$ cat src/core/ppst_pkg.sv
// constants, types and field layouts of the port power status tracker
package ppst_pkg;

    localparam int          NUM_PORTS             = 4;
    localparam logic [7:0]  ADDR_PORT_POWER_FLAGS = 8'h10;
    localparam int          PG_LSB                = 4;
    localparam int          FET_LSB               = 0;
    localparam logic [7:0]  PORT_POWER_FLAGS_RST  = 8'h00;
    localparam logic [7:0]  UNMAPPED_READ         = 8'h00;

    typedef enum logic [1:0] {
        MODE_SHUTDOWN = 2'b00,
        MODE_MANUAL   = 2'b01,
        MODE_SEMI     = 2'b10,
        MODE_AUTO     = 2'b11
    } ppst_mode_e;

    localparam logic [3:0]  CLS_NONE     = 4'h0;
    localparam logic [3:0]  CLS_CLASS4   = 4'h4;
    localparam logic [3:0]  CLS_T1LIM    = 4'hC;
    localparam logic [3:0]  CLS_LEGACY5  = 4'hD;
    localparam logic [3:0]  CLS_MISMATCH = 4'hF;

    localparam longint      CLK_HZ          = 50_000_000;
    localparam longint      TICK_US         = 1000;
    localparam int          TICK_CYCLES     = int'((CLK_HZ / 1_000_000) * TICK_US);
    localparam int          INRUSH_MS_DFLT  = 60;
    localparam int          CNT_W           = 16;

    typedef enum logic [2:0] {
        PST_OFF    = 3'b000,
        PST_WAIT   = 3'b001,
        PST_DET    = 3'b010,
        PST_CLS    = 3'b011,
        PST_CRST   = 3'b100,
        PST_INRUSH = 3'b101,
        PST_PGOOD  = 3'b110
    } ppst_pst_e;

    typedef struct packed {
        ppst_pst_e        st;
        logic             pwron;
        logic             fet;
        logic             pg;
        logic             mon;
        logic [3:0]       cls;
        logic [CNT_W-1:0] cnt;
    } ppst_port_s;

    typedef struct packed {
        logic       det_start;
        logic       cls_start;
        logic       cls_pwron;
        logic       cls_reset;
        logic [1:0] port;
    } ppst_eng_req_s;

    typedef struct packed {
        logic       det_done;
        logic       valid_signature_result;
        logic       cls_done;
        logic [3:0] cls_code;
    } ppst_eng_rsp_s;

    typedef struct packed {
        logic                 busy;
        logic [1:0]           idx;
        logic [1:0]           rr;
        logic [NUM_PORTS-1:0] grant;
        logic [CNT_W-1:0]     div;
        logic                 tick;
    } ppst_arb_s;

endpackage

$ cat src/core/ppst_arb.sv
// shared engine arbiter and millisecond tick divider
`timescale 1ns/10ps
module ppst_arb #(
    parameter int TICK_CYCLES = ppst_pkg::TICK_CYCLES
) (
    input  wire logic                           i_core_clk,
    input  wire logic                           i_srst,
    input  wire logic [ppst_pkg::NUM_PORTS-1:0] i_req,
    output logic      [ppst_pkg::NUM_PORTS-1:0] o_grant,
    output logic                                o_tick
);

    ppst_pkg::ppst_arb_s r, n;

    localparam logic [ppst_pkg::CNT_W-1:0] CNT_LAST = ppst_pkg::CNT_W'(TICK_CYCLES - 1);

    always_comb begin
        logic       found;
        logic [1:0] cand;
        found = 1'b0;
        cand  = 2'b00;
        n     = r;
        n.tick = 1'b0;
        if (r.div == CNT_LAST) begin
            n.div  = '0;
            n.tick = 1'b1;
        end else begin
            n.div = r.div + 1'b1;
        end
        // one port served at a time
        if (r.busy) begin
            if (!i_req[r.idx]) begin
                n.busy  = 1'b0;
                n.grant = '0;
            end
        end else begin
            // round robin so no port starves behind another
            for (int k = 1; k <= ppst_pkg::NUM_PORTS; k++) begin
                cand = r.rr + k[1:0];
                if (!found && i_req[cand]) begin
                    found = 1'b1;
                    n.busy = 1'b1;
                    n.idx  = cand;
                    n.rr   = cand;
                    n.grant = '0;
                    n.grant[cand] = 1'b1;
                end
            end
        end
    end

    always_ff @(posedge i_core_clk) begin
        if (i_srst) begin
            r <= '0;
        end else begin
            r <= n;
        end
    end

    assign o_grant = r.grant;
    assign o_tick  = r.tick;

endmodule

$ cat src/core/ppst_top.sv
// four-port power-up sequencer with status flags and change indications
`timescale 1ns/10ps
module ppst_top #(
    parameter int TICK_CYCLES       = ppst_pkg::TICK_CYCLES,
    parameter int inrush_interval   = ppst_pkg::INRUSH_MS_DFLT
) (
    input  wire logic                               i_core_clk,
    input  wire logic                               i_srst,
    input  wire logic [2*ppst_pkg::NUM_PORTS-1:0]   i_port_operating_mode_field,
    input  wire logic [ppst_pkg::NUM_PORTS-1:0]     i_host_power_on_request,
    input  wire logic [ppst_pkg::NUM_PORTS-1:0]     i_host_power_off_request,
    input  wire logic [ppst_pkg::NUM_PORTS-1:0]     i_probe_enable,
    input  wire logic [ppst_pkg::NUM_PORTS-1:0]     i_legacy5_select,
    input  wire logic [ppst_pkg::NUM_PORTS-1:0]     i_drain_low,
    input  wire logic [ppst_pkg::NUM_PORTS-1:0]     i_current_limit_fault,
    input  wire logic [ppst_pkg::NUM_PORTS-1:0]     i_power_cut_fault,
    input  wire logic [ppst_pkg::NUM_PORTS-1:0]     i_disconnect,
    input  wire ppst_pkg::ppst_eng_rsp_s            i_eng_rsp,
    input  wire logic [ppst_pkg::NUM_PORTS-1:0]     i_class_finished_clr,
    input  wire logic [ppst_pkg::NUM_PORTS-1:0]     i_fet_chg_clr,
    input  wire logic [ppst_pkg::NUM_PORTS-1:0]     i_pg_chg_clr,
    input  wire logic                               i_rd_en,
    input  wire logic [7:0]                         i_rd_addr,
    output ppst_pkg::ppst_eng_req_s                 o_eng_req,
    output logic      [ppst_pkg::NUM_PORTS-1:0]     o_fet_on_flag,
    output logic      [ppst_pkg::NUM_PORTS-1:0]     o_port_powered_flag,
    output logic      [ppst_pkg::NUM_PORTS-1:0]     o_monitor_active,
    output logic      [4*ppst_pkg::NUM_PORTS-1:0]   o_class_result_field,
    output logic      [ppst_pkg::NUM_PORTS-1:0]     o_class_finished_flag,
    output logic      [ppst_pkg::NUM_PORTS-1:0]     o_fet_chg,
    output logic      [ppst_pkg::NUM_PORTS-1:0]     o_pg_chg,
    output logic      [7:0]                         o_rd_data,
    output logic                                    o_rd_valid
);

    localparam int NP = ppst_pkg::NUM_PORTS;
    localparam logic [ppst_pkg::CNT_W-1:0] INRUSH_LAST = ppst_pkg::CNT_W'(inrush_interval - 1);

    typedef struct packed {
        ppst_pkg::ppst_port_s [NP-1:0] port;
        logic [NP-1:0]                 req;
        logic [NP-1:0]                 cls_fin;
        logic [NP-1:0]                 fet_chg;
        logic [NP-1:0]                 pg_chg;
        ppst_pkg::ppst_eng_req_s       eng;
        logic [7:0]                    rd_data;
        logic                          rd_valid;
    } ppst_top_s;

    ppst_top_s      r, n;
    logic [NP-1:0]  grant;
    logic           tick;

    ppst_arb #(
        .TICK_CYCLES (TICK_CYCLES)
    ) u_arb (
        .i_core_clk (i_core_clk),
        .i_srst     (i_srst),
        .i_req      (r.req),
        .o_grant    (grant),
        .o_tick     (tick)
    );

    // reported class code after filtering
    function automatic logic [3:0] filt_class(input logic [3:0] code, input logic legacy5, input logic pwron);
        logic [3:0] res;
        res = code;
        if (code == ppst_pkg::CLS_LEGACY5 && !legacy5) begin
            res = ppst_pkg::CLS_CLASS4;
        end
        if (code == ppst_pkg::CLS_T1LIM && !pwron) begin
            res = ppst_pkg::CLS_CLASS4;
        end
        return res;
    endfunction

    always_comb begin
        ppst_pkg::ppst_port_s ps;
        ppst_pkg::ppst_mode_e mode;
        logic                 fault;
        logic                 turn_off;
        logic                 cls_new;
        logic [7:0]           flags;
        ps       = '0;
        mode     = ppst_pkg::MODE_SHUTDOWN;
        fault    = 1'b0;
        turn_off = 1'b0;
        cls_new  = 1'b0;
        flags    = ppst_pkg::PORT_POWER_FLAGS_RST;
        n          = r;
        n.eng      = '0;
        n.rd_valid = i_rd_en;
        // every port runs on its own slice
        for (int p = 0; p < NP; p++) begin
            ps       = r.port[p];
            mode     = ppst_pkg::ppst_mode_e'(i_port_operating_mode_field[2*p +: 2]);
            fault    = i_current_limit_fault[p] | i_power_cut_fault[p] | i_disconnect[p];
            turn_off = 1'b0;
            cls_new  = 1'b0;
            if (mode == ppst_pkg::MODE_SHUTDOWN) begin
                turn_off = 1'b1;
                ps.cls   = ppst_pkg::CLS_NONE;
            end else begin
                unique case (r.port[p].st)
                    ppst_pkg::PST_OFF: begin
                        // manual mode is debug only and never starts a sequence here
                        if ((i_host_power_on_request[p] && mode != ppst_pkg::MODE_MANUAL) ||
                            mode == ppst_pkg::MODE_AUTO) begin
                            ps.pwron = 1'b1;
                            ps.st    = ppst_pkg::PST_WAIT;
                        end else if (i_probe_enable[p] && mode == ppst_pkg::MODE_SEMI) begin
                            ps.pwron = 1'b0;
                            ps.st    = ppst_pkg::PST_WAIT;
                        end
                    end
                    ppst_pkg::PST_WAIT: begin
                        if (grant[p]) begin
                            n.eng.det_start = 1'b1;
                            n.eng.port      = p[1:0];
                            ps.st           = ppst_pkg::PST_DET;
                        end
                    end
                    ppst_pkg::PST_DET: begin
                        if (i_eng_rsp.det_done) begin
                            // classify only on a good signature
                            if (i_eng_rsp.valid_signature_result) begin
                                n.eng.cls_start = 1'b1;
                                n.eng.cls_pwron = ps.pwron;
                                n.eng.port      = p[1:0];
                                ps.st           = ppst_pkg::PST_CLS;
                            end else begin
                                ps.st = ppst_pkg::PST_OFF;
                            end
                        end
                    end
                    ppst_pkg::PST_CLS: begin
                        if (i_eng_rsp.cls_done) begin
                            if (i_eng_rsp.cls_code == ppst_pkg::CLS_MISMATCH) begin
                                n.eng.cls_reset = 1'b1;
                                n.eng.port      = p[1:0];
                                ps.st           = ppst_pkg::PST_CRST;
                            end else begin
                                // field keeps last result after good detection
                                ps.cls  = filt_class(i_eng_rsp.cls_code, i_legacy5_select[p], ps.pwron);
                                cls_new = 1'b1;
                                if (ps.pwron) begin
                                    ps.fet = 1'b1;
                                    ps.pg  = 1'b0;
                                    ps.cnt = '0;
                                    ps.st  = ppst_pkg::PST_INRUSH;
                                end else begin
                                    ps.st = ppst_pkg::PST_OFF;
                                end
                            end
                        end
                    end
                    ppst_pkg::PST_CRST: begin
                        n.eng.cls_start = 1'b1;
                        n.eng.cls_pwron = ps.pwron;
                        n.eng.port      = p[1:0];
                        ps.st           = ppst_pkg::PST_CLS;
                    end
                    ppst_pkg::PST_INRUSH: begin
                        // power-good held low; faults ignored while charging
                        ps.pg = 1'b0;
                        if (i_host_power_off_request[p]) begin
                            turn_off = 1'b1;
                        end else if (tick) begin
                            if (r.port[p].cnt >= INRUSH_LAST) begin
                                // drain low at end of inrush
                                if (i_drain_low[p]) begin
                                    ps.pg = 1'b1;
                                    ps.st = ppst_pkg::PST_PGOOD;
                                end else begin
                                    turn_off = 1'b1;
                                end
                            end else begin
                                ps.cnt = r.port[p].cnt + 1'b1;
                            end
                        end
                    end
                    ppst_pkg::PST_PGOOD: begin
                        if (fault || i_host_power_off_request[p]) begin
                            turn_off = 1'b1;
                        end
                    end
                    default: begin
                        turn_off = 1'b1;
                    end
                endcase
            end
            if (turn_off) begin
                ps.fet   = 1'b0;
                ps.pg    = 1'b0;
                ps.pwron = 1'b0;
                ps.cnt   = '0;
                ps.st    = ppst_pkg::PST_OFF;
            end
            ps.mon    = (ps.st == ppst_pkg::PST_PGOOD);
            n.port[p] = ps;
            n.req[p]  = (ps.st == ppst_pkg::PST_WAIT) || (ps.st == ppst_pkg::PST_DET) ||
                        (ps.st == ppst_pkg::PST_CLS) || (ps.st == ppst_pkg::PST_CRST);
            // set wins over clear on every sticky bit
            n.cls_fin[p] = (r.cls_fin[p] & ~i_class_finished_clr[p]) | cls_new;
            n.fet_chg[p] = (r.fet_chg[p] & ~i_fet_chg_clr[p]) | (ps.fet != r.port[p].fet);
            n.pg_chg[p]  = (r.pg_chg[p] & ~i_pg_chg_clr[p]) | (ps.pg != r.port[p].pg);
            flags[ppst_pkg::PG_LSB + p]  = r.port[p].pg;
            flags[ppst_pkg::FET_LSB + p] = r.port[p].fet;
        end
        if (i_rd_en) begin
            n.rd_data = (i_rd_addr == ppst_pkg::ADDR_PORT_POWER_FLAGS) ? flags : ppst_pkg::UNMAPPED_READ;
        end
    end

    always_ff @(posedge i_core_clk) begin
        if (i_srst) begin
            r <= '0;
        end else begin
            r <= n;
        end
    end

    always_comb begin
        for (int p = 0; p < NP; p++) begin
            o_fet_on_flag[p]             = r.port[p].fet;
            o_port_powered_flag[p]       = r.port[p].pg;
            o_monitor_active[p]          = r.port[p].mon;
            o_class_result_field[4*p +: 4] = r.port[p].cls;
        end
    end

    assign o_eng_req             = r.eng;
    assign o_class_finished_flag = r.cls_fin;
    assign o_fet_chg             = r.fet_chg;
    assign o_pg_chg              = r.pg_chg;
    assign o_rd_data             = r.rd_data;
    assign o_rd_valid            = r.rd_valid;

endmodule

$ cat config.mk
export PLATFORM = sky130hd
export DESIGN_NAME = ppst_top
export DESIGN_NICKNAME = d
export VERILOG_FILES = /design/src/core/ppst_pkg.sv /design/src/core/ppst_arb.sv /design/src/core/ppst_top.sv
export SDC_FILE = /design/constraint.sdc
export NUM_CORES = 1
export LEC_CHECK = 0
export BUFFER_PORTS_ARGS = -buffer_cell sky130_fd_sc_hd__buf_4
export CAP_MARGIN = 20
export CORE_UTILIZATION = 35
export DETAILED_ROUTE_END_ITERATION = 10
export GPL_TIMING_DRIVEN = 0
export PLACE_DENSITY = 0.64
export SLEW_MARGIN = 0
export SYNTH_ARGS = -nofsm -noshare
export SYNTH_HDL_FRONTEND = slang
export SYNTH_SLANG_ARGS = --single-unit
$ cat constraint.sdc
create_clock -name i_core_clk -period 3.21 [get_ports i_core_clk]
set_input_delay 0.4815 -clock i_core_clk [delete_from_list [all_inputs] [get_ports i_core_clk]]
set_output_delay 0.4815 -clock i_core_clk [all_outputs]
set_load 0.02 [all_outputs]
==> results of run 1 <==
[cells in the mapped netlist (11+ instances only)]
| master | count | area, µm² |
|---|---|---|
| o2111ai_1 | 11 | 96.3 |
| xnor2_1 | 13 | 114 |
| buf_4 | 55 | 413 |
| nor2b_1 | 32 | 200 |
| nand2b_1 | 14 | 87.6 |
| inv_1 | 23 | 86.3 |
| a21oi_1 | 58 | 290 |
| and3_1 | 30 | 188 |
| nand2_1 | 62 | 233 |
| nor3_1 | 22 | 110 |
| nor4_1 | 13 | 81.3 |
| nand4_1 | 14 | 87.6 |
| nor2_1 | 142 | 533 |
| clkbuf_1 | 31 | 116 |
| a211oi_1 | 13 | 97.6 |
| nand3_1 | 41 | 205 |
| o21ai_0 | 38 | 190 |
| and2_1 | 18 | 113 |
| o21a_1 | 17 | 128 |
| dfxtp_1 | 165 | 3300 |
| xor2_1 | 19 | 166 |
| a31oi_1 | 15 | 93.8 |
| ha_1 | 13 | 163 |
[flip-flops by register name, indices dropped and copies added, names as in the netlist]
| register | flops |
|---|---|
| o_monitor_active | 4 |
| u_arb.r | 21 |
| u_arb.o_grant | 4 |
| o_class_result_field | 16 |
| u_arb.o_tick | 1 |
| o_eng_req | 6 |
| o_port_powered_flag | 4 |
| o_fet_on_flag | 4 |
| o_pg_chg | 4 |
| o_rd_valid | 1 |
| o_rd_data | 8 |
| r | 84 |
| o_fet_chg | 4 |
| o_class_finished_flag | 4 |
[power by group through the flow]
stage               Sequential (W)  Combinational [W]  Clock (W)
floorplan                  0.00223           0.000781          0
global placement           0.00225            0.00106          0
detailed placement         0.00225            0.00108          0
CTS                        0.00221            0.00108    0.00207
global route               0.00222            0.00121    0.00216
finish                     0.00221            0.00111    0.00203
[cell families (layout without fill, tap and decap cells)]
kind of cell | after synthesis | count (layout) | synth area share, %
AO/OA/AOI/OAI | 240 | 240 | 19.0
XOR/XNOR | 32 | 32 | 3.16
adder cells (fa/ha/maj) | 13 | 13 | 1.83
buffers and inverters | 126 | 282 | 8.52
flip-flops | 165 | 165 | 37.2
multiplexers | 20 | 20 | 2.91
AND/OR/NAND/NOR | 460 | 460 | 27.4
[critical path, cell delays in order, from the launching register on]
cell and delay, ns:
dfxtp_1 0.51, buf_2 0.29, inv_1 0.14, ha_1 0.38, mux4_2 0.55, nor3_2 0.41, and2b_1 0.27, a221oi_1 0.10
a211oi_1 0.25
[stage by stage]
| stage | area (µm²) | power, W |
|---|---|---|
| finish | 10800 | 0.00534 |
| global route | 10800 | 0.00559 |
| CTS | 10800 | 0.00536 |
| detailed placement | 10200 | 0.00333 |
| global placement | 10200 | 0.00331 |
| floorplan | 8870 | 0.00301 |
[per-layer routing]
layer / GRT usage [%] / up-vias / part of all wire (%)
li1: - / 4057 / -
met1: 25.9 / 3903 / 45
met2: 32.7 / 267 / 47
met3: 3.62 / 35 / 5.5
met4: 7.50 / 0 / 2.4
met5: 0 / - / 0
[final cells by class]
| class | count | area share, % |
|---|---|---|
| multi-input combinational | 765 | 44.6 |
| sequential | 165 | 30.6 |
| clock buffer | 22 | 4.48 |
| inverter | 23 | 0.799 |
| timing repair buffer | 124 | 8.65 |
| buffer | 103 | 6.20 |
| tap | 324 | 3.75 |
| clock inverter | 10 | 0.903 |
[worst max path at each step]
stage / end / slack, ns
floorplan: u_arb.o_grant[0] / 0.56
global placement: o_rd_data[7] / -0.62
detailed placement: u_arb.o_grant[2] / 0.17
CTS: u_arb.o_grant[1] / 0.13
global route: u_arb.o_grant[3] / 0.05
finish: u_arb.o_grant[1] / 0.22
==> metrics.yaml, run 1 <==
outcome: "finished clean"
hold_ws_ns: 0.295
final_nets: 1282
gp_congestion: 0.920
clock.fmax_mhz: 335
relSlewSlack_pct: 33.2
min_period_over_period_pct: 93.0
comb_power_share_pct: 20.7
root_buffer: "clkbuf_16"
dr.first_iter.drc_count: 603
placementRows: 57
slew_violations: 0
die_x_um: 161
maxCapViolations: 0
pwr-share-seq_pct: 41.3
rsz0062_at_grt: "false"
overflow: 0
cts_buffers: 17
intPower_w: 0.00374
synth_enable_flop_cells: 0
worstSetupPathType: "reg2reg"
whs_endpoint: "o_fet_chg[0]"
fin_cells: 1536
p_sw_w: 0.00160
ant_nets: 0
mostFrequentLayoutCell: "buf_4"
period_minus_slack_ns: 2.99
ys_seq_area_share_pct: 37.2
clockBufferDepth: 2
ctsHoldBuffers: 0
vias: 8262
cts-htree-levels: 4
cp.arrival_ns: 3.33
r2r_cells: 8
clock_latency_ns: 0.44
avgSynthCellArea_um2: 8.40
ys_ff_latch: 165
fillers: 2499
synth_nets: 1139
cp-startpoint: "u_arb.r[21]"
grt_pass1_wl_mm: 40.8
viasPerCell: 5.38
initial_utilization_pct: 36.1
antenna_found_initial: 0
hold_viol: 0
clock-sinks: 165
netSwitchingFraction_pct: 30.0
reg2reg_to: "u_arb.o_grant[1]"
clkPwrFrac_pct: 37.9
yosys.cell_types.count: 89
dieArea_um2: 26000
coreArea_um2: 24600
path_max_fanout: 10
worst_setup_path_start_kind: "flip-flop"
drive_above_1_share_pct: 22.1
pin_count: 125
whs_path_depth: 3
io_buffers: 123
area_growth_pct: 21.8
power_density_nw_per_um2: 494
crit_required_ns: 3.55
placed_cells: 1504
final_cell_mix: "buf_4, dfxtp_1, nor2_1"
yosys_most_used_dff: "dfxtp_1"
grt_use_total_pct: 19.9
netlist_instances: 1056
async_flop_share_pct: 0
die_y_um: 161
cts_resized: 0
min_path_type: "in2reg"
critPathCaptureType: "flip-flop"
clkSlewWorstSetupHoldPaths_ns: 0.07
synth-warning-count: 0
dp_hpwl_mm: 19.3
power.leakage_nw: 4.32
utilization_pct: 43.9
pre_cts_ws_ns: 0.172
hold_start: "i_fet_chg_clr[0]"
fin_ws_ns: 0.225
grt_max_degree: 17
tns_ns: 0
wl_per_cell_um: 16.9
dr.pass1.iters: 5
grt_pass1_vias: 7641
seq_area_um2: 3300
drc_errors: 0
ir_drop_mv: 0.363
wl_mm: 25.9
skew_ns: 0.00743
netlist_area_um2: 8870
setup_viol: 0
r2r_start: "u_arb.r[21]"
post_cts_buffers: 0
cts_tree: "done"
r2r_slack_ns: 0.22
multiInputGateArea_um2: 4820
diodes: 0
worstMarginPinSlew_ns: 0.994
No activity file was read; power rests on OpenSTA's default activity.
==> run 2: changes to the inputs <==
--- a/config.mk
+++ b/config.mk
@@ -8,6 +8,7 @@
 export BUFFER_PORTS_ARGS = -buffer_cell sky130_fd_sc_hd__buf_4
 export CAP_MARGIN = 20
 export CORE_UTILIZATION = 35
+export CTS_BUF_LIST = sky130_fd_sc_hd__clkbuf_4 sky130_fd_sc_hd__clkbuf_8 sky130_fd_sc_hd__clkbuf_16
 export DETAILED_ROUTE_END_ITERATION = 10
 export GPL_TIMING_DRIVEN = 0
 export PLACE_DENSITY = 0.64
==> run 2 against run 1 <==
Net effect: routed wire length grew 0.14%; global-route usage hardly changed; sequential power is essentially flat; utilization about the same.
==> metrics.yaml, run 2 (synthesis results as in run 1) <==
diodes: 0  # unchanged
worstMarginPinSlew_ns: 1.00  # was 0.994 ns
post_cts_buffers: 0  # unchanged
cts_buffers: 17  # unchanged
power_density_nw_per_um2: 495  # was 494 nW/µm²
vias: 8257  # was 8262
drc_errors: 0  # unchanged
antenna_found_initial: 0  # unchanged
ctsHoldBuffers: 0  # unchanged
crit_required_ns: 3.56  # was 3.55 ns
dr.first_iter.drc_count: 604  # was 603
pre_cts_ws_ns: 0.172  # unchanged
fin_area_um2: 10800  # about the same
setup_viol: 0  # unchanged
root_buffer: "clkbuf_16"  # unchanged
grt_max_degree: 17  # unchanged
grt_pass1_vias: 7657  # was 7641
io_buffers: 123  # unchanged
p_sw_w: 0.00160  # about the same
fillers: 2497  # was 2499
power.leakage_nw: 4.33  # was 4.32 nW
area_growth_pct: 21.8  # about the same
die_x_um: 161  # unchanged
largest_reg_flops: 84  # unchanged
grt_pass1_wl_mm: 40.8  # about the same
multiInputGateArea_um2: 4820  # unchanged
fin_ws_ns: 0.225  # about the same
regMostFlops: "r"  # unchanged
die_y_um: 161  # unchanged
final_nets: 1282  # unchanged
period_minus_slack_ns: 2.99  # about the same
pin_count: 125  # unchanged
clkPwrFrac_pct: 38.0  # was 37.9%
cts-htree-levels: 4  # unchanged
intPower_w: 0.00375  # was 0.00374 W
clock.fmax_mhz: 335  # about the same
wl_per_cell_um: 16.9  # about the same
rsz0062_at_grt: "false"  # unchanged
cts_tree: "done"  # unchanged
overflow: 0  # unchanged
mostFrequentLayoutCell: "buf_4"  # unchanged
r2r_slack_ns: 0.22  # about the same
pwr-share-seq_pct: 41.3  # about the same
worst_setup_path_start_kind: "flip-flop"  # unchanged
relSlewSlack_pct: 32.7  # was 33.2%
dieArea_um2: 26000  # unchanged
initial_utilization_pct: 36.1  # unchanged
gp_congestion: 0.920  # unchanged
coreArea_um2: 24600  # unchanged
fin_cells: 1536  # unchanged
grt_use_total_pct: 19.9  # about the same
cp.arrival_ns: 3.33  # about the same
comb_power_share_pct: 20.7  # about the same
maxCapViolations: 0  # unchanged
tns_ns: 0  # unchanged
ir_drop_mv: 0.365  # was 0.363 mV
drive_above_1_share_pct: 22.2  # was 22.1%
clkSlewWorstSetupHoldPaths_ns: 0.07  # about the same
ant_nets: 0  # unchanged
path_max_fanout: 10  # unchanged
min_path_type: "in2reg"  # unchanged
critPathCaptureType: "flip-flop"  # unchanged
viasPerCell: 5.38  # about the same
clock_latency_ns: 0.44  # about the same
hold_viol: 0  # unchanged
worstSetupPathType: "reg2reg"  # unchanged
dr.pass1.iters: 5  # unchanged
wl_mm: 25.9  # about the same
clockBufferDepth: 2  # unchanged
placementRows: 57  # unchanged
clock-sinks: 165  # unchanged
outcome: "finished clean"  # unchanged
skew_ns: 0.00983  # was 0.00743 ns
netSwitchingFraction_pct: 29.9  # was 30.0%
dpl-instance-area_um2: 10200  # unchanged
cts_resized: 0  # unchanged
min_period_over_period_pct: 93.0  # about the same
dp_hpwl_mm: 19.3  # unchanged
placed_cells: 1504  # unchanged
final_cell_mix: "buf_4, dfxtp_1, nor2_1"  # unchanged
seq_area_um2: 3300  # unchanged
slew_violations: 0  # unchanged
[run 2: cell types whose count changed in the layout (fill, tap and decap cells not counted)]
cell      before  now
clkbuf_1      32   31
clkbuf_4       0    1
[run 2: final cells by class]
cell class | instances | area share [%]
Timing Repair Buffer | 124 | 8.65
Clock buffer | 22 | 4.51
Multi-Input combinational cell | 765 | 44.6
Clock inverter | 10 | 0.903
Buffer | 103 | 6.19
Sequential cell | 165 | 30.6
Inverter | 23 | 0.799
Tap cell | 324 | 3.75
[run 2: final timing paths]
| check | startpoint | end | cells past startpoint |
|---|---|---|---|
| max reg2reg | u_arb.r[21] | u_arb.o_grant[1] | 8 |
| min reg2reg | r[126] | r[126] | 1 |
| max | u_arb.r[21] | u_arb.o_grant[1] | 8 |
| min | i_fet_chg_clr[0] | o_fet_chg[0] | 3 |
[run 2: layer usage]
layer / GRT usage, % / vias to the layer above / routed length (µm)
met1: 25.9 / 3910 / 11800
met5: 0 / - / 0
met2: 32.6 / 251 / 12100
met4: 7.63 / 0 / 654
li1: - / 4056 / -
met3: 3.62 / 40 / 1410
[run 2: worst max-delay path: stages (launching register included)]
cell and delay, ns:
dfxtp_1 0.51, buf_2 0.29, inv_1 0.14, ha_1 0.38, mux4_2 0.55, nor3_2 0.41, and2b_1 0.27, a221oi_1 0.10
a211oi_1 0.25
[run 2: power groups by stage]
stage / sequential (W) / clock (W) / combinational, W
after floorplan: 0.00223 / 0 / 0.000781
after global placement: 0.00225 / 0 / 0.00106
after detailed placement: 0.00225 / 0 / 0.00108
after CTS: 0.00221 / 0.00208 / 0.00108
after global routing: 0.00222 / 0.00217 / 0.00121
final: 0.00221 / 0.00203 / 0.00111
[run 2: stage by stage]
stage | total power, W | hold WS, ns | utilization [%]
after global routing | 0.00560 | 0.296 | 43.9
after CTS | 0.00537 | 0.282 | 43.9
after global placement | 0.00331 | 0.439 | 41.5
final | 0.00535 | 0.294 | 43.9
after floorplan | 0.00301 | 0.420 | -
after detailed placement | 0.00333 | 0.441 | 41.5
